## config.mk

```make
export PLATFORM = sky130hd
export DESIGN_NAME = power_state_supply_control
export DESIGN_NICKNAME = d
export VERILOG_FILES = /design/src/power_seq_pkg.sv /design/src/dwell_timer.sv /design/src/power_state_supply_control.sv
export VERILOG_INCLUDE_DIRS = /design/src
export SDC_FILE = /design/constraint.sdc
export NUM_CORES = 1
export LEC_CHECK = 0
export BUFFER_PORTS_ARGS = -buffer_cell sky130_fd_sc_hd__clkbuf_2
export CAP_MARGIN = 20
export CORE_MARGIN = 2
export CORE_UTILIZATION = 40
export CTS_CLUSTER_SIZE = 25
export DETAILED_ROUTE_END_ITERATION = 16
export PLACE_DENSITY = 0.65
export SLEW_MARGIN = 10
export SYNTH_ARGS = -nofsm -noshare
export SYNTH_HDL_FRONTEND = slang
export SYNTH_SLANG_ARGS = --single-unit
```

## constraint.sdc

```tcl
create_clock -name mclk -period 7.9 [get_ports mclk]
set_clock_uncertainty 0.1 [all_clocks]
set_input_delay 1.58 -clock mclk [delete_from_list [all_inputs] [get_ports mclk]]
set_output_delay 1.58 -clock mclk [all_outputs]
set_load 0.05 [all_outputs]
```

## src/power_seq_params.svh

```systemverilog
`ifndef POWER_SEQ_PARAMS_SVH
`define POWER_SEQ_PARAMS_SVH

`define RUN_SETTINGS_OFS 8'h18
`define FIRST_SLEEP_SETTINGS_OFS 8'h1c
`define SECOND_SLEEP_SETTINGS_OFS 8'h20
`define SEQUENCE_STATUS_OFS 8'h24

`define DWELL_MSB 20
`define DWELL_LSB 16
`define TILE_CLOCK_STOP_BIT 14
`define ANALOG_PFM_BIT 9
`define CORE_PFM_BIT 8
`define IO_SUPPLY_EN_BIT 5
`define PLL_REG_EN_BIT 4
`define ANALOG_EN_BIT 1
`define CORE_EN_BIT 0

`define STATE_MSB 18
`define STATE_LSB 16
`define PREV_IO_BIT 29
`define PREV_PLL_BIT 28
`define PREV_ANALOG_BIT 25
`define PREV_CORE_BIT 24

`define RUN_WRITE_MASK 32'h0000_4331
`define SLEEP_WRITE_MASK 32'h001f_4331
`define SETTINGS_FIXED_ONES 32'h0000_0002

`define RUN_SETTINGS_RESET 32'h0000_0033
`define FIRST_SLEEP_SETTINGS_RESET 32'h0010_0022
`define SECOND_SLEEP_SETTINGS_RESET 32'h0010_0002
`define PREV_FLAGS_RESET 4'h2

`define AXI_RESP_OKAY 2'h0
`define AXI_RESP_SLVERR 2'h2

`endif

```

## src/power_seq_pkg.sv

```systemverilog
package power_seq_pkg;

    typedef enum logic [2:0] {
        ST_RESET = 3'b000,
        ST_ASLEEP = 3'b001,
        ST_FIRST_WAKE = 3'b010,
        ST_SECOND_WAKE = 3'b011,
        ST_AWAKE_WAIT = 3'b100,
        ST_AWAKE = 3'b101,
        ST_FIRST_SLEEP = 3'b110,
        ST_SECOND_SLEEP = 3'b111
    } seq_state_t;

    typedef logic [31:0] word_t;

    typedef logic [4:0] dwell_exp_t;

endpackage

```

## src/dwell_timer.sv

```systemverilog
`timescale 1ns/1ns
module dwell_timer
    import power_seq_pkg::*;
#(
    parameter int CNT_W = 32
) (
    input wire logic mclk,
    input wire logic rst_n,
    input wire logic load,
    input wire dwell_exp_t exponent,
    output logic done
);

    logic [CNT_W-1:0] cnt_q;
    logic [CNT_W-1:0] cnt_d;
    logic [CNT_W-1:0] span;

    // Loaded value 2**N - 1 gives exactly 2**N cycles in the state
    assign span = ({{(CNT_W-1){1'b0}}, 1'b1} << exponent) - {{(CNT_W-1){1'b0}}, 1'b1};
    assign cnt_d = load ? span : ((cnt_q == '0) ? cnt_q : cnt_q - {{(CNT_W-1){1'b0}}, 1'b1});
    assign done = (cnt_q == '0);

    always_ff @(posedge mclk) begin
        if (!rst_n) begin
            cnt_q <= '0;
        end else begin
            cnt_q <= cnt_d;
        end
    end

endmodule

```

## src/power_state_supply_control.sv

```systemverilog
// Register access over AXI4-Lite was left to the implementer.
`timescale 1ns/1ns
`include "power_seq_params.svh"
module power_state_supply_control
    import power_seq_pkg::*;
#(
    parameter int ADDR_W = 8,
    parameter int DWELL_CNT_W = 32
) (
    input wire logic mclk,
    input wire logic rst_n,
    input wire logic [ADDR_W-1:0] s_axi_awaddr,
    input wire logic s_axi_awvalid,
    output logic s_axi_awready,
    input wire logic [31:0] s_axi_wdata,
    input wire logic [3:0] s_axi_wstrb,
    input wire logic s_axi_wvalid,
    output logic s_axi_wready,
    output logic [1:0] s_axi_bresp,
    output logic s_axi_bvalid,
    input wire logic s_axi_bready,
    input wire logic [ADDR_W-1:0] s_axi_araddr,
    input wire logic s_axi_arvalid,
    output logic s_axi_arready,
    output logic [31:0] s_axi_rdata,
    output logic [1:0] s_axi_rresp,
    output logic s_axi_rvalid,
    input wire logic s_axi_rready,
    input wire logic [31:0] asleep_settings,
    input wire logic [31:0] first_wake_settings,
    input wire logic [31:0] second_wake_settings,
    input wire logic sleep_request,
    input wire logic wake_pin,
    input wire logic core_supply_good_pin,
    input wire logic analog_supply_good_pin,
    input wire logic io_supply_good_pin,
    input wire logic pll_supply_good_pin,
    output logic core_buck_converter_en,
    output logic analog_buck_converter_en,
    output logic io_supply_output_en,
    output logic pll_linear_regulator_en,
    output logic core_buck_pulse_frequency_modulation,
    output logic analog_buck_pulse_frequency_modulation,
    output logic tile_clock_stop,
    output logic [2:0] sequencer_state
);

    function automatic word_t apply_strobe(input word_t old, input word_t wdata, input logic [3:0] strb,
                                           input word_t mask);
        word_t bytes;
        bytes = {{8{strb[3]}}, {8{strb[2]}}, {8{strb[1]}}, {8{strb[0]}}};
        apply_strobe = (old & ~(bytes & mask)) | (wdata & bytes & mask);
    endfunction

    function automatic logic enabled_good(input word_t cfg, input logic [3:0] good);
        enabled_good = (good[0] | ~cfg[`CORE_EN_BIT])
            & (good[1] | ~cfg[`ANALOG_EN_BIT])
            & (good[2] | ~cfg[`IO_SUPPLY_EN_BIT])
            & (good[3] | ~cfg[`PLL_REG_EN_BIT]);
    endfunction

    // Two-stage synchronisers for pins
    logic [4:0] pin_meta_q;
    logic [4:0] pin_sync_q;
    logic wake_sync;
    logic [3:0] supply_good;

    always_ff @(posedge mclk) begin
        if (!rst_n) begin
            pin_meta_q <= 5'h00;
            pin_sync_q <= 5'h00;
        end else begin
            pin_meta_q <= {wake_pin, pll_supply_good_pin, io_supply_good_pin, analog_supply_good_pin,
                           core_supply_good_pin};
            pin_sync_q <= pin_meta_q;
        end
    end

    assign wake_sync = pin_sync_q[4];
    assign supply_good = pin_sync_q[3:0];

    // Settings registers
    word_t run_supply_settings_q;
    word_t first_sleep_supply_settings_q;
    word_t second_sleep_supply_settings_q;
    word_t run_supply_settings;
    word_t first_sleep_supply_settings;
    word_t second_sleep_supply_settings;

    // Bit 1 is a fixed one, never stored from the bus
    assign run_supply_settings = run_supply_settings_q | `SETTINGS_FIXED_ONES;
    assign first_sleep_supply_settings = first_sleep_supply_settings_q | `SETTINGS_FIXED_ONES;
    assign second_sleep_supply_settings = second_sleep_supply_settings_q | `SETTINGS_FIXED_ONES;

    // AXI4-Lite write path
    logic aw_held_q;
    logic w_held_q;
    logic [ADDR_W-1:0] waddr_q;
    word_t wdata_q;
    logic [3:0] wstrb_q;
    logic bvalid_q;
    logic [1:0] bresp_q;
    logic do_write;
    logic wr_run;
    logic wr_first_sleep;
    logic wr_second_sleep;
    logic wr_status;
    logic wr_mapped;

    assign s_axi_awready = !aw_held_q && !bvalid_q;
    assign s_axi_wready = !w_held_q && !bvalid_q;
    assign s_axi_bvalid = bvalid_q;
    assign s_axi_bresp = bresp_q;
    assign do_write = aw_held_q && w_held_q && !bvalid_q;

    assign wr_run = (waddr_q == ADDR_W'(`RUN_SETTINGS_OFS));
    assign wr_first_sleep = (waddr_q == ADDR_W'(`FIRST_SLEEP_SETTINGS_OFS));
    assign wr_second_sleep = (waddr_q == ADDR_W'(`SECOND_SLEEP_SETTINGS_OFS));
    assign wr_status = (waddr_q == ADDR_W'(`SEQUENCE_STATUS_OFS));
    assign wr_mapped = wr_run || wr_first_sleep || wr_second_sleep || wr_status;

    always_ff @(posedge mclk) begin
        if (!rst_n) begin
            aw_held_q <= 1'b0;
            waddr_q <= '0;
        end else if (s_axi_awvalid && s_axi_awready) begin
            aw_held_q <= 1'b1;
            waddr_q <= s_axi_awaddr;
        end else if (do_write) begin
            aw_held_q <= 1'b0;
        end
    end

    always_ff @(posedge mclk) begin
        if (!rst_n) begin
            w_held_q <= 1'b0;
            wdata_q <= 32'h0000_0000;
            wstrb_q <= 4'h0;
        end else if (s_axi_wvalid && s_axi_wready) begin
            w_held_q <= 1'b1;
            wdata_q <= s_axi_wdata;
            wstrb_q <= s_axi_wstrb;
        end else if (do_write) begin
            w_held_q <= 1'b0;
        end
    end

    always_ff @(posedge mclk) begin
        if (!rst_n) begin
            bvalid_q <= 1'b0;
            bresp_q <= `AXI_RESP_OKAY;
        end else if (do_write) begin
            bvalid_q <= 1'b1;
            bresp_q <= wr_mapped ? `AXI_RESP_OKAY : `AXI_RESP_SLVERR;
        end else if (s_axi_bready) begin
            bvalid_q <= 1'b0;
        end
    end

    always_ff @(posedge mclk) begin
        if (!rst_n) begin
            run_supply_settings_q <= `RUN_SETTINGS_RESET;
            first_sleep_supply_settings_q <= `FIRST_SLEEP_SETTINGS_RESET;
            second_sleep_supply_settings_q <= `SECOND_SLEEP_SETTINGS_RESET;
        end else if (do_write) begin
            if (wr_run) begin
                run_supply_settings_q <= apply_strobe(run_supply_settings_q, wdata_q, wstrb_q,
                                                      `RUN_WRITE_MASK);
            end
            if (wr_first_sleep) begin
                first_sleep_supply_settings_q <= apply_strobe(first_sleep_supply_settings_q, wdata_q,
                                                              wstrb_q, `SLEEP_WRITE_MASK);
            end
            if (wr_second_sleep) begin
                second_sleep_supply_settings_q <= apply_strobe(second_sleep_supply_settings_q, wdata_q,
                                                               wstrb_q, `SLEEP_WRITE_MASK);
            end
        end
    end

    // Sequencer
    seq_state_t state_q;
    seq_state_t state_d;
    logic state_change;
    word_t active_cfg;
    word_t next_cfg;
    logic dwell_done;
    logic supplies_ready;

    assign supplies_ready = enabled_good(active_cfg, supply_good);

    always_comb begin
        state_d = state_q;
        unique case (state_q)
            ST_RESET: begin
                state_d = ST_FIRST_WAKE;
            end
            ST_ASLEEP: begin
                if (wake_sync) begin
                    state_d = ST_FIRST_WAKE;
                end
            end
            ST_FIRST_WAKE: begin
                if (dwell_done && supplies_ready) begin
                    state_d = ST_SECOND_WAKE;
                end
            end
            ST_SECOND_WAKE: begin
                if (dwell_done && supplies_ready) begin
                    state_d = ST_AWAKE_WAIT;
                end
            end
            ST_AWAKE_WAIT: begin
                if (supplies_ready) begin
                    state_d = ST_AWAKE;
                end
            end
            ST_AWAKE: begin
                if (sleep_request) begin
                    state_d = ST_FIRST_SLEEP;
                end
            end
            ST_FIRST_SLEEP: begin
                if (dwell_done) begin
                    state_d = ST_SECOND_SLEEP;
                end
            end
            ST_SECOND_SLEEP: begin
                if (dwell_done) begin
                    state_d = ST_ASLEEP;
                end
            end
        endcase
    end

    assign state_change = (state_d != state_q);

    // Settings in force for a state
    function automatic word_t cfg_of(input seq_state_t st, input word_t run_cfg, input word_t sl1_cfg,
                                     input word_t sl2_cfg, input word_t asl_cfg, input word_t wk1_cfg,
                                     input word_t wk2_cfg);
        unique case (st)
            ST_RESET: cfg_of = `RUN_SETTINGS_RESET;
            ST_ASLEEP: cfg_of = asl_cfg;
            ST_FIRST_WAKE: cfg_of = wk1_cfg;
            ST_SECOND_WAKE: cfg_of = wk2_cfg;
            ST_AWAKE_WAIT: cfg_of = wk2_cfg;
            ST_AWAKE: cfg_of = run_cfg;
            ST_FIRST_SLEEP: cfg_of = sl1_cfg;
            ST_SECOND_SLEEP: cfg_of = sl2_cfg;
        endcase
    endfunction

    assign active_cfg = cfg_of(state_q, run_supply_settings, first_sleep_supply_settings,
                               second_sleep_supply_settings, asleep_settings, first_wake_settings,
                               second_wake_settings);
    assign next_cfg = cfg_of(state_d, run_supply_settings, first_sleep_supply_settings,
                             second_sleep_supply_settings, asleep_settings, first_wake_settings,
                             second_wake_settings);

    dwell_timer #(
        .CNT_W(DWELL_CNT_W)
    ) u_dwell_timer (
        .mclk(mclk),
        .rst_n(rst_n),
        .load(state_change),
        .exponent(next_cfg[`DWELL_MSB:`DWELL_LSB]),
        .done(dwell_done)
    );

    // Applied outputs and previous-state flags
    word_t applied_q;
    logic [3:0] prev_en_q;

    always_ff @(posedge mclk) begin
        if (!rst_n) begin
            state_q <= ST_RESET;
            applied_q <= `RUN_SETTINGS_RESET;
            prev_en_q <= `PREV_FLAGS_RESET;
        end else begin
            state_q <= state_d;
            applied_q <= next_cfg;
            if (state_change) begin
                prev_en_q <= {applied_q[`IO_SUPPLY_EN_BIT], applied_q[`PLL_REG_EN_BIT],
                              applied_q[`ANALOG_EN_BIT], applied_q[`CORE_EN_BIT]};
            end
        end
    end

    assign tile_clock_stop = applied_q[`TILE_CLOCK_STOP_BIT];
    assign analog_buck_pulse_frequency_modulation = applied_q[`ANALOG_PFM_BIT];
    assign core_buck_pulse_frequency_modulation = applied_q[`CORE_PFM_BIT];
    assign io_supply_output_en = applied_q[`IO_SUPPLY_EN_BIT];
    assign pll_linear_regulator_en = applied_q[`PLL_REG_EN_BIT];
    assign analog_buck_converter_en = applied_q[`ANALOG_EN_BIT];
    assign core_buck_converter_en = applied_q[`CORE_EN_BIT];
    assign sequencer_state = state_q;

    // Status word
    word_t status_word;

    always_comb begin
        status_word = 32'h0000_0000;
        status_word[`PREV_IO_BIT] = prev_en_q[3];
        status_word[`PREV_PLL_BIT] = prev_en_q[2];
        status_word[`PREV_ANALOG_BIT] = prev_en_q[1];
        status_word[`PREV_CORE_BIT] = prev_en_q[0];
        status_word[`STATE_MSB:`STATE_LSB] = state_q;
        status_word[`TILE_CLOCK_STOP_BIT] = applied_q[`TILE_CLOCK_STOP_BIT];
        status_word[`ANALOG_PFM_BIT] = applied_q[`ANALOG_PFM_BIT];
        status_word[`CORE_PFM_BIT] = applied_q[`CORE_PFM_BIT];
        status_word[`IO_SUPPLY_EN_BIT] = applied_q[`IO_SUPPLY_EN_BIT];
        status_word[`PLL_REG_EN_BIT] = applied_q[`PLL_REG_EN_BIT];
        status_word[`ANALOG_EN_BIT] = applied_q[`ANALOG_EN_BIT];
        status_word[`CORE_EN_BIT] = applied_q[`CORE_EN_BIT];
    end

    // AXI4-Lite read path
    logic rvalid_q;
    word_t rdata_q;
    logic [1:0] rresp_q;
    logic rd_run;
    logic rd_first_sleep;
    logic rd_second_sleep;
    logic rd_status;
    logic rd_mapped;
    word_t rd_word;

    assign rd_run = (s_axi_araddr == ADDR_W'(`RUN_SETTINGS_OFS));
    assign rd_first_sleep = (s_axi_araddr == ADDR_W'(`FIRST_SLEEP_SETTINGS_OFS));
    assign rd_second_sleep = (s_axi_araddr == ADDR_W'(`SECOND_SLEEP_SETTINGS_OFS));
    assign rd_status = (s_axi_araddr == ADDR_W'(`SEQUENCE_STATUS_OFS));
    assign rd_mapped = rd_run || rd_first_sleep || rd_second_sleep || rd_status;
    assign rd_word = rd_run ? run_supply_settings :
                     rd_first_sleep ? first_sleep_supply_settings :
                     rd_second_sleep ? second_sleep_supply_settings :
                     rd_status ? status_word : 32'h0000_0000;

    assign s_axi_arready = !rvalid_q;
    assign s_axi_rvalid = rvalid_q;
    assign s_axi_rdata = rdata_q;
    assign s_axi_rresp = rresp_q;

    always_ff @(posedge mclk) begin
        if (!rst_n) begin
            rvalid_q <= 1'b0;
            rdata_q <= 32'h0000_0000;
            rresp_q <= `AXI_RESP_OKAY;
        end else if (s_axi_arvalid && !rvalid_q) begin
            rvalid_q <= 1'b1;
            rdata_q <= rd_word;
            rresp_q <= rd_mapped ? `AXI_RESP_OKAY : `AXI_RESP_SLVERR;
        end else if (s_axi_rready) begin
            rvalid_q <= 1'b0;
        end
    end

endmodule

```

# Word-level counts from Yosys, hierarchy flattened
# Index checks and enable logic that the tools add are counted.
# totals
register_bits	232
# classes
addsub	2
eq_ne	24
n_shift	1
muxes	25
bitwise_logic	20
reduce_logical	30
# ops
operator	count
2-to-1 mux 32 bit	5
one-hot mux 21 bit (7 select lines)	1
AND 32 bit	3
OR 32 x 21 -> 32 bit	2
subtractor 32 x 1 -> 32 bit, second input constant	2
one-hot mux 6 bit (7 select lines)	1
== test 8 x 5 -> 1 bit, second input constant	4
== test 8 x 6 -> 1 bit, second input constant	4
logical NOT 32 bit	1
inverter 15 -> 32 bit	1
inverter 21 -> 32 bit	1
OR 32 x 15 -> 32 bit	1
left shift 1 x 5 -> 32 bit, first input constant	1
2-to-1 mux 30 bit	1
== test 3 bit, second input constant	8
one-hot mux 3 bit (8 select lines)	1
AND 21 bit	1
2-to-1 mux 3 bit	7
== test 3 x 2 -> 1 bit, second input constant	4
logical AND 1 bit	8
nonzero test 2 bit	4
2-to-1 mux 1 bit	7
== test 3 x 1 -> 1 bit, second input constant	2
logical NOT 3 bit	2
other kinds (10)	30

# Longest topological paths before layout
# Gate-level depths: netlist (run 1).
# depth
depth_word	17
mapped_depth	21
depth_no_buf	15

# Cells and area by module
# Synthesis (run 1) repeated with hierarchy kept, for this count alone.
# unflattened
hier_cells	894
area_unflattened_um2	7302.0
# modules_own_cells
module	instances	cells_per_inst	area_each_um2	seq_area_each_um2
power_state_supply_control	1	579	4947.2	1921.8
dwell_timer	1	315	2354.8	640.6

# Worst setup path before layout (run 1)
# Ideal clock, no wire load.
# synth_path
path_type	input to register
startpoint	in second_wake_settings[1]
endpoint	reg u_dwell_timer.cnt_q[26]
t_arrival_ns	5.612
t_required_ns	7.730
slack_ns	2.118
cell_stages	18
path_buffers	5
path_cell_list	nor3b_1 o21ai_1 a221oi_2 nand3_1 a221oi_1 a31oi_2 buf_6 clkbuf_1 clkbuf_1 clkbuf_1 a22oi_1 ha_1 o211a_2 nand3_2 or3_1 buf_2 or4_1 a21oi_1
# synth_via
elab_chain_len	15
word_cells_on_any_way	26
cone_classes	add/sub (1); eq/ne (9); shift (1); mux (7); bitwise (5); reduce/logical (3)
# synth_rtl
item	line	text
from (decl)	power_state_supply_control.sv:31	input wire logic [31:0] second_wake_settings,
one-hot mux 6 bit (7 select lines) (*)	power_state_supply_control.sv:242	unique case (st)
inverter 1 bit (*)	power_state_supply_control.sv:57	& (good[1] | ~cfg[`ANALOG_EN_BIT])
OR 1 bit (*)	power_state_supply_control.sv:57	
AND 1 bit (*) (3 in a row)	power_state_supply_control.sv:56	enabled_good = (good[0] | ~cfg[`CORE_EN_BIT])
logical AND 1 bit	power_state_supply_control.sv:204, power_state_supply_control.sv:209	
2-to-1 mux 3 bit (on tied branches)	power_state_supply_control.sv:209, power_state_supply_control.sv:204	
one-hot mux 3 bit (8 select lines) (*)	power_state_supply_control.sv:194	unique case (state_q)
== test 3 bit or == test 3 x 2 -> 1 bit (tied branches)	power_state_supply_control.sv:242	
OR reduction 2 bit (no source line)	n/a	
one-hot mux 21 bit (7 select lines)	power_state_supply_control.sv:242	
left shift 1 x 5 -> 32 bit	dwell_timer.sv:19	assign span = ({{(CNT_W-1){1'b0}}, 1'b1} << exponent) - {{(CNT_W-1){1'b0}}, 1'b1};
subtractor 32 x 1 -> 32 bit	dwell_timer.sv:19	
2-to-1 mux 32 bit	dwell_timer.sv:20	assign cnt_d = load ? span : ((cnt_q == '0) ? cnt_q : cnt_q - {{(CNT_W-1){1'b0}}, 1'b1});
to (signal assigned)	dwell_timer.sv:27	cnt_q <= cnt_d;
to (decl)	dwell_timer.sv:14	logic [CNT_W-1:0] cnt_q;
# Every way passes the cells marked *; elsewhere a longest branch is shown, timed or not.
# A chain may end at the register's enable or synchronous reset.

# Worst setup path in the final report (run 1)
# layout_path
startpoint	in second_wake_settings[1]
endpoint	reg u_dwell_timer.cnt_q[28]
# Same word-level chain as after synthesis.

==> results.md, run 1 <==
- Least-Margin Pin Slew: 1.11 ns
- #FFs+latches synth: 128
- Post-Synth Simple-Gate Area: 0.284
- TritonCTS clock tree: yes
- Starting Density: 0.411
- Clock latency on the worst-skew pair: 0.42 ns
- CP max FO: 24
- Post-synth EDFFs: 0
- Core area: 18100 µm²
- Post-CTS Hold Fix Bufs: 0
- Grt ovf: 0
- Crit path cell chain: clkbuf_2 > nor3b_1 > o21ai_1 > a221oi_2 > nand4_1 > o221ai_4 > a2bb2oi_2 > o21ai_0 > buf_4 > and2_1 > a22oi_1 > ha_1 > o211a_2 > nand3_2 > or3_1 > or4_1 > a21oi_1
- Die W: 141 µm
- Worst setup path category: input port to flop
- VDD IR max: 142 µV
- P&R area growth vs syn: 15.5%
- # Post-CTS Setup Buffers: 0
- Mapped cell area: 7470 µm²
- Port bufs: 111
- Final Setup Violations: 0
- DPL Wire Length: 15700 µm
- Hold WC Path Type: flop to flop
- Share of cells above drive strength 1: 0.219
- WP data required: 8.13 ns
- PD cells: 214 nW/µm²
- Cell total after placement: 1194
- Number of global-route vias before repair: 6493
- Xor/xnor share of the synthesized area: 0.0141
- Nets: 1147
- Largest net degree at the start of global routing: 99
- Initial antenna violation count: 0
- Synth cell types: 102
- Mapped Cells: 896
- Post-route ant nets: 0
- Avg Cell Area, Syn: 8.33 µm²
- Outcome: finished, final reports clean
- Fin crit share: 0.769
- Slew Limit Fails: 0
- Most used DFF post-synth: dfxtp_1
- Fin. Hold Viols: 0
- Number of vias per cell: 5.72
- Clk slew on worst S/H paths: 0.06 ns
- Gpl congestion: 0.924
- Total die area: 19800 µm²
- Wire per inst: 17.6 µm
- Commonest cells post-synth: nand2_1 (148), dfxtp_1 (128), nand3_1 (58)
- Worst setup SP type: input port
- Num ports: 212
- Non-Filler Instances: 1227
- Max-cap violations: 0
- Largest family of logic cells by synthesized area: simple AND/OR/NAND/NOR gates
- Fillers: 1769
- Synth area leader: dfxtp_1
- Post-synth top area share: 0.343
- Hold slack final: 0.330 ns
- Asr flop ratio synth: 0
- Cts repair resizes: 0
- Adder-cell share of the synthesized area: 0.00168
- H-Tree Depth: 4
- Peak Freq: 0.165 GHz
- Synth area leaders: dfxtp_1 (34%), nand2_1 (7.4%), a21boi_0 (5.1%)
- Final WL: 21600 µm
- Power Total: 1840 µW
- Root buf cell: clkbuf_16
- Number of synthesis warnings: 0
- DR vias: 7022
- Total GRT Usage: 0.218
- Critical Path End Type: flop
- First-pass detailed-route iteration total: 5
- Area of the multi-input gates: 4480 µm²
- RSZ-0062 raised after global routing: no
- Clock sinks: 128
- Synth Area in Compound Gates: 0.252
- Top-count cell post-synth: nand2_1
- Setup TNS Final: 0 ns
- Clock period minus worst slack: 6.08 ns
- Reg area: 2560 µm²
- CTS Buffer Depth: 2
- Pleak: 0.00342 µW
- CP delay by family, top: compound AO/OA/AOI/OAI gates
- DRT iter0 DRCs: 678
- Number of diodes: 0
- Rows: 49
- Worst path arrival time: 6.31 ns
- Seq/Total Area, Yosys: 0.343
- Worst relative slew slack: 0.256
- CTS buffer count: 17
- Slowest CP cell: o221ai_4
- CP max stage delay: 0.71 ns
- Die Y-Extent: 141 µm
- CP Buf/Inv Count: 2
- Final routed DRC violation total: 0
- Mux share of post-synthesis cell area: 0.0369
- First-pass GRT wire length: 34300 µm
## logic make-up (layout without fill, tap and decap cells)
| family | count (synthesis) | after routing |
|---|---|---|
| mux | 26 | 26 |
| flops | 128 | 128 |
| xor+xnor | 12 | 12 |
| compound gates | 246 | 246 |
| fa+ha+maj | 1 | 1 |
| simple gates | 397 | 397 |
| other cells | 1 | 18 |
| buf+inv | 85 | 170 |
## report_power, final
part | internal (µW) | leakage (µW) | total (µW) | switching, µW
Combinational | 119 | 0.00209 | 329 | 210
Clock | 484 | 0.000284 | 790 | 306
Sequential | 686 | 0.00105 | 724 | 37.7
## layout make-up
class / count / area share
timing repair buffer: 123 / 0.0753
multi-input combinational: 700 / 0.519
clock buffer: 21 / 0.0534
clock inverter: 11 / 0.0154
inverter: 15 / 0.00653
sequential: 128 / 0.297
tap: 229 / 0.0332
## final timing paths
path                                start                      end  slack, ns  cells after the start
hold reg to reg             pin_meta_q[2]            pin_sync_q[2]       0.33                      1
hold / removal              pin_meta_q[2]            pin_sync_q[2]       0.33                      1
setup / recovery  second_wake_settings[1]  u_dwell_timer.cnt_q[28]       1.82                     17
setup reg to reg       sequencer_state[2]  u_dwell_timer.cnt_q[28]       1.97                     17
## layer usage
| metal | up-vias | wire, µm | global-route usage |
|---|---|---|---|
| met2 | 295 | 9420 | 0.325 |
| li1 | 3428 | - | - |
| met4 | 0 | 426 | 0.0779 |
| met1 | 3266 | 10100 | 0.318 |
| met5 | - | 0 | 0 |
| met3 | 33 | 1580 | 0.0357 |
## per-stage QoR
stage	instance area (µm²)	setup slack, ns	utilization
after floorplan	7530	2.12	-
after global placement	8020	1.51	0.442
after detailed placement	8020	1.46	0.442
after CTS	8610	1.90	0.475
after global routing	8620	1.51	0.475
final	8620	1.82	0.475
## cell usage in the layout (no fill, tap or decap), types with 6 or more instances in the layout
cell / n
nand2_1: 148
dfxtp_1: 128
clkbuf_2: 111
nand3_1: 58
a21boi_0: 51
a21oi_1: 38
nor2_1: 37
o21ai_0: 28
and2_1: 28
a22oi_1: 26
conb_1: 18
a22o_1: 17
clkbuf_16: 17
nor3_1: 16
mux2i_1: 16
inv_1: 15
a221o_1: 13
nor4_1: 12
and3_1: 12
buf_4: 11
nand2b_1: 9
nor2b_1: 9
nand3b_1: 8
mux2_2: 8
xnor2_1: 6
xor2_1: 6
Power figures use the tool's default switching activity.
==> run 2: changes to the inputs <==
--- a/config.mk
+++ b/config.mk
@@ -6,6 +6,7 @@
 export SDC_FILE = /design/constraint.sdc
 export NUM_CORES = 1
 export LEC_CHECK = 0
+export ABC_AREA = 1
 export BUFFER_PORTS_ARGS = -buffer_cell sky130_fd_sc_hd__clkbuf_2
 export CAP_MARGIN = 20
 export CORE_MARGIN = 2
==> constraint.sdc (replaced) <==
create_clock -name mclk -period 5.6 [get_ports mclk]
set_clock_uncertainty 0.1 [all_clocks]
set_input_delay 1.12 -clock mclk [delete_from_list [all_inputs] [get_ports mclk]]
set_output_delay 1.12 -clock mclk [all_outputs]
set_load 0.05 [all_outputs]
==> run 2 against run 1 <==
Effect of this change: register-to-register slack lost 1.2 ns; first-iteration DRC count decreased by 1.2%; area after synthesis decreased by 1.8%; via count is 11% higher; non-clock buffer count fell by 2; combinational power rose by 120%; clock-buffer cell count shrank 2; die area is 1.8% lower; critical path depth rose by 10; cell count is 23% higher; global-route usage is 0.95 points higher; critical endpoint unchanged; highest routed layer unchanged.
==> results.md, run 2 <==
- Outcome: finished, final reports clean
- Die W: 139 µm
- Most common cell after layout, fill and taps aside: nand2_1
- Final routed DRC violation total: 0
- Worst setup path category: flop to flop
- Clock sinks: 128
- Post-CTS Hold Fix Bufs: 0
- Pleak: 0.00411 µW
- Hold WC Path Type: flop to flop
- Mapped Cells: 1164
- Number of global-route vias before repair: 7055
- Worst relative slew slack: 0.523
- Synth Area in Compound Gates: 0.155
- Total GRT Usage: 0.227
- Grt ovf: 0
- DRT iter0 DRCs: 670
- Critical Path End Type: flop
- Rows: 49
- RSZ-0062 raised after global routing: no
- Number of diodes: 0
- Post-Synth Simple-Gate Area: 0.367
- First-pass detailed-route iteration total: 5
- First-pass GRT wire length: 35200 µm
- Fin crit share: 0.861
- Share of cells above drive strength 1: 0.159
- Most used DFF post-synth: dfxtp_1
- Slew Limit Fails: 0
- WP data required: 5.85 ns
- Post-synth top area share: 0.350
- Fillers: 1881
- CTS Buffer Depth: 2
- CP max FO: 14
- Gpl congestion: 1.02
- Clock period minus worst slack: 4.82 ns
- Wire per inst: 14.6 µm
- # Post-CTS Setup Buffers: 0
- Synth area leaders: dfxtp_1 (35%), nand2_1 (13%), nor2_1 (11%)
- Placed inst area: 8010 µm²
- Seq/Total Area, Yosys: 0.350
- Clock latency on the worst-skew pair: 0.43 ns
- Largest net degree at the start of global routing: 65
- Final WL: 22000 µm
- Least-Margin Pin Slew: 0.711 ns
- Largest family of logic cells by synthesized area: simple AND/OR/NAND/NOR gates
- Post-Layout Inst Area: 8620 µm²
- DR WL met2: 9390 µm
- Fin. Hold Viols: 0
- Avg Cell Area, Syn: 6.30 µm²
- Clk slew on worst S/H paths: 0.06 ns
- DR top layer: met4
- Reg area: 2560 µm²
- Cts repair resizes: 0
- Number of vias per cell: 5.15
- Asr flop ratio synth: 0
- P&R area growth vs syn: 17.7%
- Nets: 1429
- Initial antenna violation count: 0
- Post-synth EDFFs: 0
- Setup TNS Final: 0 ns
- Adder-cell share of the synthesized area: 0.00171
- M1 wire length: 10400 µm
- Xor/xnor share of the synthesized area: 0.00359
- Peak Freq: 0.207 GHz
- VDD IR max: 231 µV
- Worst path arrival time: 5.07 ns
- DR vias: 7776
- #FFs+latches synth: 128
- Starting Density: 0.408
- Num ports: 212
- Top-count cell post-synth: nand2_1
- Final Setup Violations: 0
- Die Y-Extent: 139 µm
- Mux share of post-synthesis cell area: 0
- Synth cell types: 42
- Worst setup SP type: flop
- H-Tree Depth: 4
- Synth area leader: dfxtp_1
- Core area: 18000 µm²
- Most frequent cells in the layout: nand2_1 (245), nor2_1 (224), inv_1 (146)
- Root buf cell: clkbuf_16
- DPL Wire Length: 16700 µm
- PD cells: 337 nW/µm²
- Max-cap violations: 0
- Mapped cell area: 7330 µm²
- CTS buffer count: 17
- Total die area: 19400 µm²
- Area of the multi-input gates: 3930 µm²
- Number of synthesis warnings: 0
- Post-route ant nets: 0
- TritonCTS clock tree: yes
- Wire length on met3: 1680 µm
- Commonest cells post-synth: nand2_1 (245), nor2_1 (224), inv_1 (146)
- Port bufs: 111
==> run 2: changes by cell type after synthesis, sizes merged, moves of 32 or more <==
cell    previous run  this run
nor2              39       246
inv               15       155
nand2            149       254
a21boi            51         0
o21ai             31        78
a21oi             38        78
and2              32         0
==> run 2: cell families (layout without fill, tap and decap cells) <==
kind of cell,Yosys count,in the layout
XOR/XNOR,3,3
flip-flops,128,128
AO/OA/AOI/OAI,201,201
buffers and inverters,212,311
other,1,18
adder cells (fa/ha/maj),1,1
AND/OR/NAND/NOR,618,618
==> run 2: worst paths after layout <==
kind / from / endpoint / slack, ns / cells after the start
min: pin_meta_q[0] / pin_sync_q[0] / 0.31 / 2
min reg2reg: pin_meta_q[0] / pin_sync_q[0] / 0.31 / 2
max: sequencer_state[2] / u_dwell_timer.cnt_q[28] / 0.78 / 27
max reg2reg: sequencer_state[2] / u_dwell_timer.cnt_q[28] / 0.78 / 27
==> run 2: layout make-up <==
type,instances,share of cell area
multi-input combinational,841,0.456
sequential,128,0.297
timing repair buffer,121,0.0731
inverter,158,0.0688
clock buffer,19,0.0514
tap,229,0.0332
clock inverter,13,0.0202
==> run 2: power breakdown <==
group | internal (µW) | switching [µW]
registers | 984 | 30.8
clock network | 720 | 449
logic | 218 | 502
total | 1920 | 982
==> run 2: through the flow <==
step | total power [µW] | hold WS [ns] | utilization | std cells | setup WS (ns)
2_1_floorplan | 1570 | 0.290 | - | 1181 | 1.42
3_3_place_gp | 1740 | 0.292 | 0.446 | 1477 | 0.619
3_5_place_dp | 1740 | 0.303 | 0.446 | 1477 | 0.536
4_1_cts | 2910 | 0.317 | 0.480 | 1509 | 0.865
5_1_grt | 3060 | 0.338 | 0.480 | 1509 | 0.301
6_report | 2900 | 0.315 | 0.480 | 1509 | 0.779
==> run 2: worst max-delay path, stage by stage, from the launching register on <==
cell and delay, ns:
dfxtp_1 0.65, inv_2 0.25, nand2_1 0.14, nor2_1 0.05
nor2_1 0.09, nand2_1 0.05, o21bai_1 0.14, nand2_1 0.11
nor2_4 0.19, nand3_1 0.11, nand2_2 0.20, nand4_1 0.33
nor2_1 0.21, nor2_2 0.05, nand3_2 0.22, inv_2 0.14
nand3_1 0.21, o21ai_1 0.13, inv_1 0.08, ha_1 0.15
nand3_1 0.12, inv_1 0.07, nand2_1 0.09, nor3_1 0.50
nand2_1 0.11, nand2_1 0.07, nand3_1 0.06, nor2_1 0.10
==> run 2: layer usage <==
layer,track usage,up-vias
met4,0.0893,0
met2,0.349,316
met1,0.320,3503
met3,0.0379,42
li1,-,3915
met5,0,-
==> run 3: changes to the inputs <==
--- a/config.mk
+++ b/config.mk
@@ -10,10 +10,10 @@
 export BUFFER_PORTS_ARGS = -buffer_cell sky130_fd_sc_hd__clkbuf_2
 export CAP_MARGIN = 20
 export CORE_MARGIN = 2
-export CORE_UTILIZATION = 40
+export CORE_UTILIZATION = 53
 export CTS_CLUSTER_SIZE = 25
 export DETAILED_ROUTE_END_ITERATION = 16
-export PLACE_DENSITY = 0.65
+export PLACE_DENSITY = 0.82
 export SLEW_MARGIN = 10
 export SYNTH_ARGS = -nofsm -noshare
 export SYNTH_HDL_FRONTEND = slang
==> constraint.sdc (replaced) <==
create_clock -name mclk -period 5.6 [get_ports mclk]
set_clock_uncertainty 0.1 [all_clocks]
set_input_delay 0 -clock mclk [delete_from_list [all_inputs] [get_ports mclk]]
set_output_delay 0 -clock mclk [all_outputs]
set_load 0.05 [all_outputs]
==> run 3 against run 2 <==
Effect of this change: combinational power is 4.9% higher; sequential power about the same; clock power about the same; die area fell by 24%; via count is 5.0% higher; first-iteration DRC count increased by 49%; flip-flop and latch count stayed put; cell count fell by 0.33%; global-route usage increased by 7.7 points; critical path type unchanged; highest routed layer unchanged.
==> results.md, run 3 (synthesis gave the netlist of run 2 again) <==
- Peak Freq: 0.200 GHz
- Cts repair resizes: 0
- Critical Path End Type: flop
- Total die area: 14800 µm²
- Wire per inst: 14.8 µm
- Number of diodes: 0
- Core area: 13300 µm²
- Share of cells above drive strength 1: 0.150
- P&R area growth vs syn: 23.8%
- Initial antenna violation count: 0
- Hold Startpoint: s_axi_araddr[4]
- PD cells: 327 nW/µm²
- # Post-CTS Setup Buffers: 0
- First-pass GRT wire length: 35500 µm
- GR peak layer: met2
- Nets: 1477
- Most common cell after layout, fill and taps aside: nand2_1
- Clock latency on the worst-skew pair: 0.43 ns
- Final Util: 0.680
- Die W: 122 µm
- Total GRT Usage: 0.305
- End point of the worst hold path: s_axi_rresp[1]
- DPL Wire Length: 15600 µm
- TritonCTS clock tree: yes
- Worst setup path category: flop to flop
- Worst path arrival time: 5.26 ns
- Clock period minus worst slack: 5.00 ns
- Hold WC Path Type: input port to flop
- CTS Buffer Depth: 2
- Reg2reg end: u_dwell_timer.cnt_q[28]
- DR vias: 8162
- Outcome: finished, final reports clean
- Pleak: 0.00433 µW
- Met1 Usage GRT: 0.426
- Num ports: 212
- Die Y-Extent: 122 µm
- Final WL: 22300 µm
- Clk slew on worst S/H paths: 0.06 ns
- Final Setup Violations: 0
- Clock sinks: 128
- Cells on Worst Hold Path: 5
- Port bufs: 111
- First-pass detailed-route iteration total: 6
- Starting Density: 0.549
- M2 GR Usage: 0.458
- CP dominant cell by count: nor2_1
- R2r startpoint: sequencer_state[1]
- Fin crit share: 0.892
- Slowest CP cell: dfxtp_1
- Post-CTS Hold Fix Bufs: 54
- DRT iter0 DRCs: 1001
- Rows: 42
- Root buf cell: clkbuf_16
- Setup TNS Final: 0 ns
- Largest net degree at the start of global routing: 65
- Gpl congestion: 0.985
- Final routed DRC violation total: 0
- Slew Limit Fails: 0
- Number of global-route vias before repair: 7247
- Fin. Hold Viols: 0
- R2r setup slk: 0.60 ns
- Hold slack final: 0.0598 ns
- RSZ-0062 raised after global routing: no
- Worst setup SP type: flop
- Number of vias per cell: 5.43
- Grt ovf: 0
- R2R cell count: 27
- Least-Margin Pin Slew: 0.898 ns
- CP delay by family, top: simple AND/OR/NAND/NOR gates
- WP data required: 5.86 ns
- H-Tree Depth: 4
- CP Buf/Inv Count: 4
- CP max stage delay: 0.59 ns
- Worst relative slew slack: 0.400
- VDD IR max: 222 µV
- Grt met3 use: 0.0810
- CTS buffer count: 17
- CP max FO: 15
- Most frequent cells in the layout: nand2_1 (245), nor2_1 (224), inv_1 (146)
- Post-route ant nets: 0
- Max-cap violations: 0
[run 3: cell count changes in the layout (fill, tap and decap cells not counted), sizes merged]
cell,change
buf,-6
bufinv,+1
clkinv,+3
clkinvlp,+1
dlygate4sd3,+54
inv,-5
[run 3: cell type report]
| class | instances | area [µm²] |
|---|---|---|
| inverter | 158 | 593 |
| multi-input combinational | 841 | 3930 |
| clock inverter | 13 | 186 |
| sequential | 128 | 2560 |
| clock buffer | 19 | 453 |
| timing repair buffer | 169 | 1130 |
| fill | 1139 | 4270 |
| tap | 176 | 220 |
[run 3: worst max-delay path by stage]
stage	startpoint	end	slack [ns]	cells past startpoint
4_1_cts	sequencer_state[1]	u_dwell_timer.cnt_q[20]	0.80	30
3_5_place_dp	sequencer_state[1]	u_dwell_timer.cnt_q[28]	0.80	27
2_1_floorplan	sequencer_state[1]	u_dwell_timer.cnt_q[20]	1.56	32
5_1_grt	sequencer_state[1]	u_dwell_timer.cnt_q[28]	0.21	27
3_3_place_gp	sequencer_state[1]	u_dwell_timer.cnt_q[10]	0.88	28
6_report	sequencer_state[1]	u_dwell_timer.cnt_q[28]	0.60	27
[run 3: routing by layer]
layer	vias up	wire length, µm	share of wire
met5	-	0	0
met4	0	625	0.028
met3	61	2640	0.12
met2	482	9610	0.43
met1	3608	9380	0.42
li1	4011	-	-
[run 3: power breakdown]
group	total [µW]	switching [µW]	internal, µW	leakage (µW)
clock	1200	429	767	0.000301
sequential	1020	35.0	984	0.00105
combinational	755	512	242	0.00298
[run 3: worst reg2reg max path, stage by stage (launching register included)]
cell	delay [ns]
dfxtp_1	0.59
inv_1	0.33
nor2_1	0.17
nor2_1	0.05
nor2_1	0.09
nand2_1	0.06
o21bai_1	0.12
nand2_1	0.10
nor2_4	0.19
nand3_1	0.12
nand2_2	0.23
nand4_1	0.34
nor2_1	0.19
nor2_1	0.08
nand3_2	0.26
inv_2	0.17
nand3_1	0.18
o21ai_1	0.08
inv_1	0.12
ha_1	0.18
nand3_1	0.12
inv_1	0.07
nand2_1	0.09
nor3_1	0.57
nand2_1	0.12
nand2_1	0.08
nand3_1	0.06
nor2_1	0.10
[run 3: through the flow]
step / instance area, µm² / instances / worst slack (ns) / power (µW)
5_1_grt: 9070 / 1504 / 0.206 / 3100
6_report: 9070 / 1504 / 0.603 / 2970
2_1_floorplan: 7390 / 1181 / 1.56 / 1570
3_5_place_dp: 7890 / 1418 / 0.803 / 1730
4_1_cts: 9070 / 1504 / 0.797 / 2950
3_3_place_gp: 7890 / 1418 / 0.880 / 1720
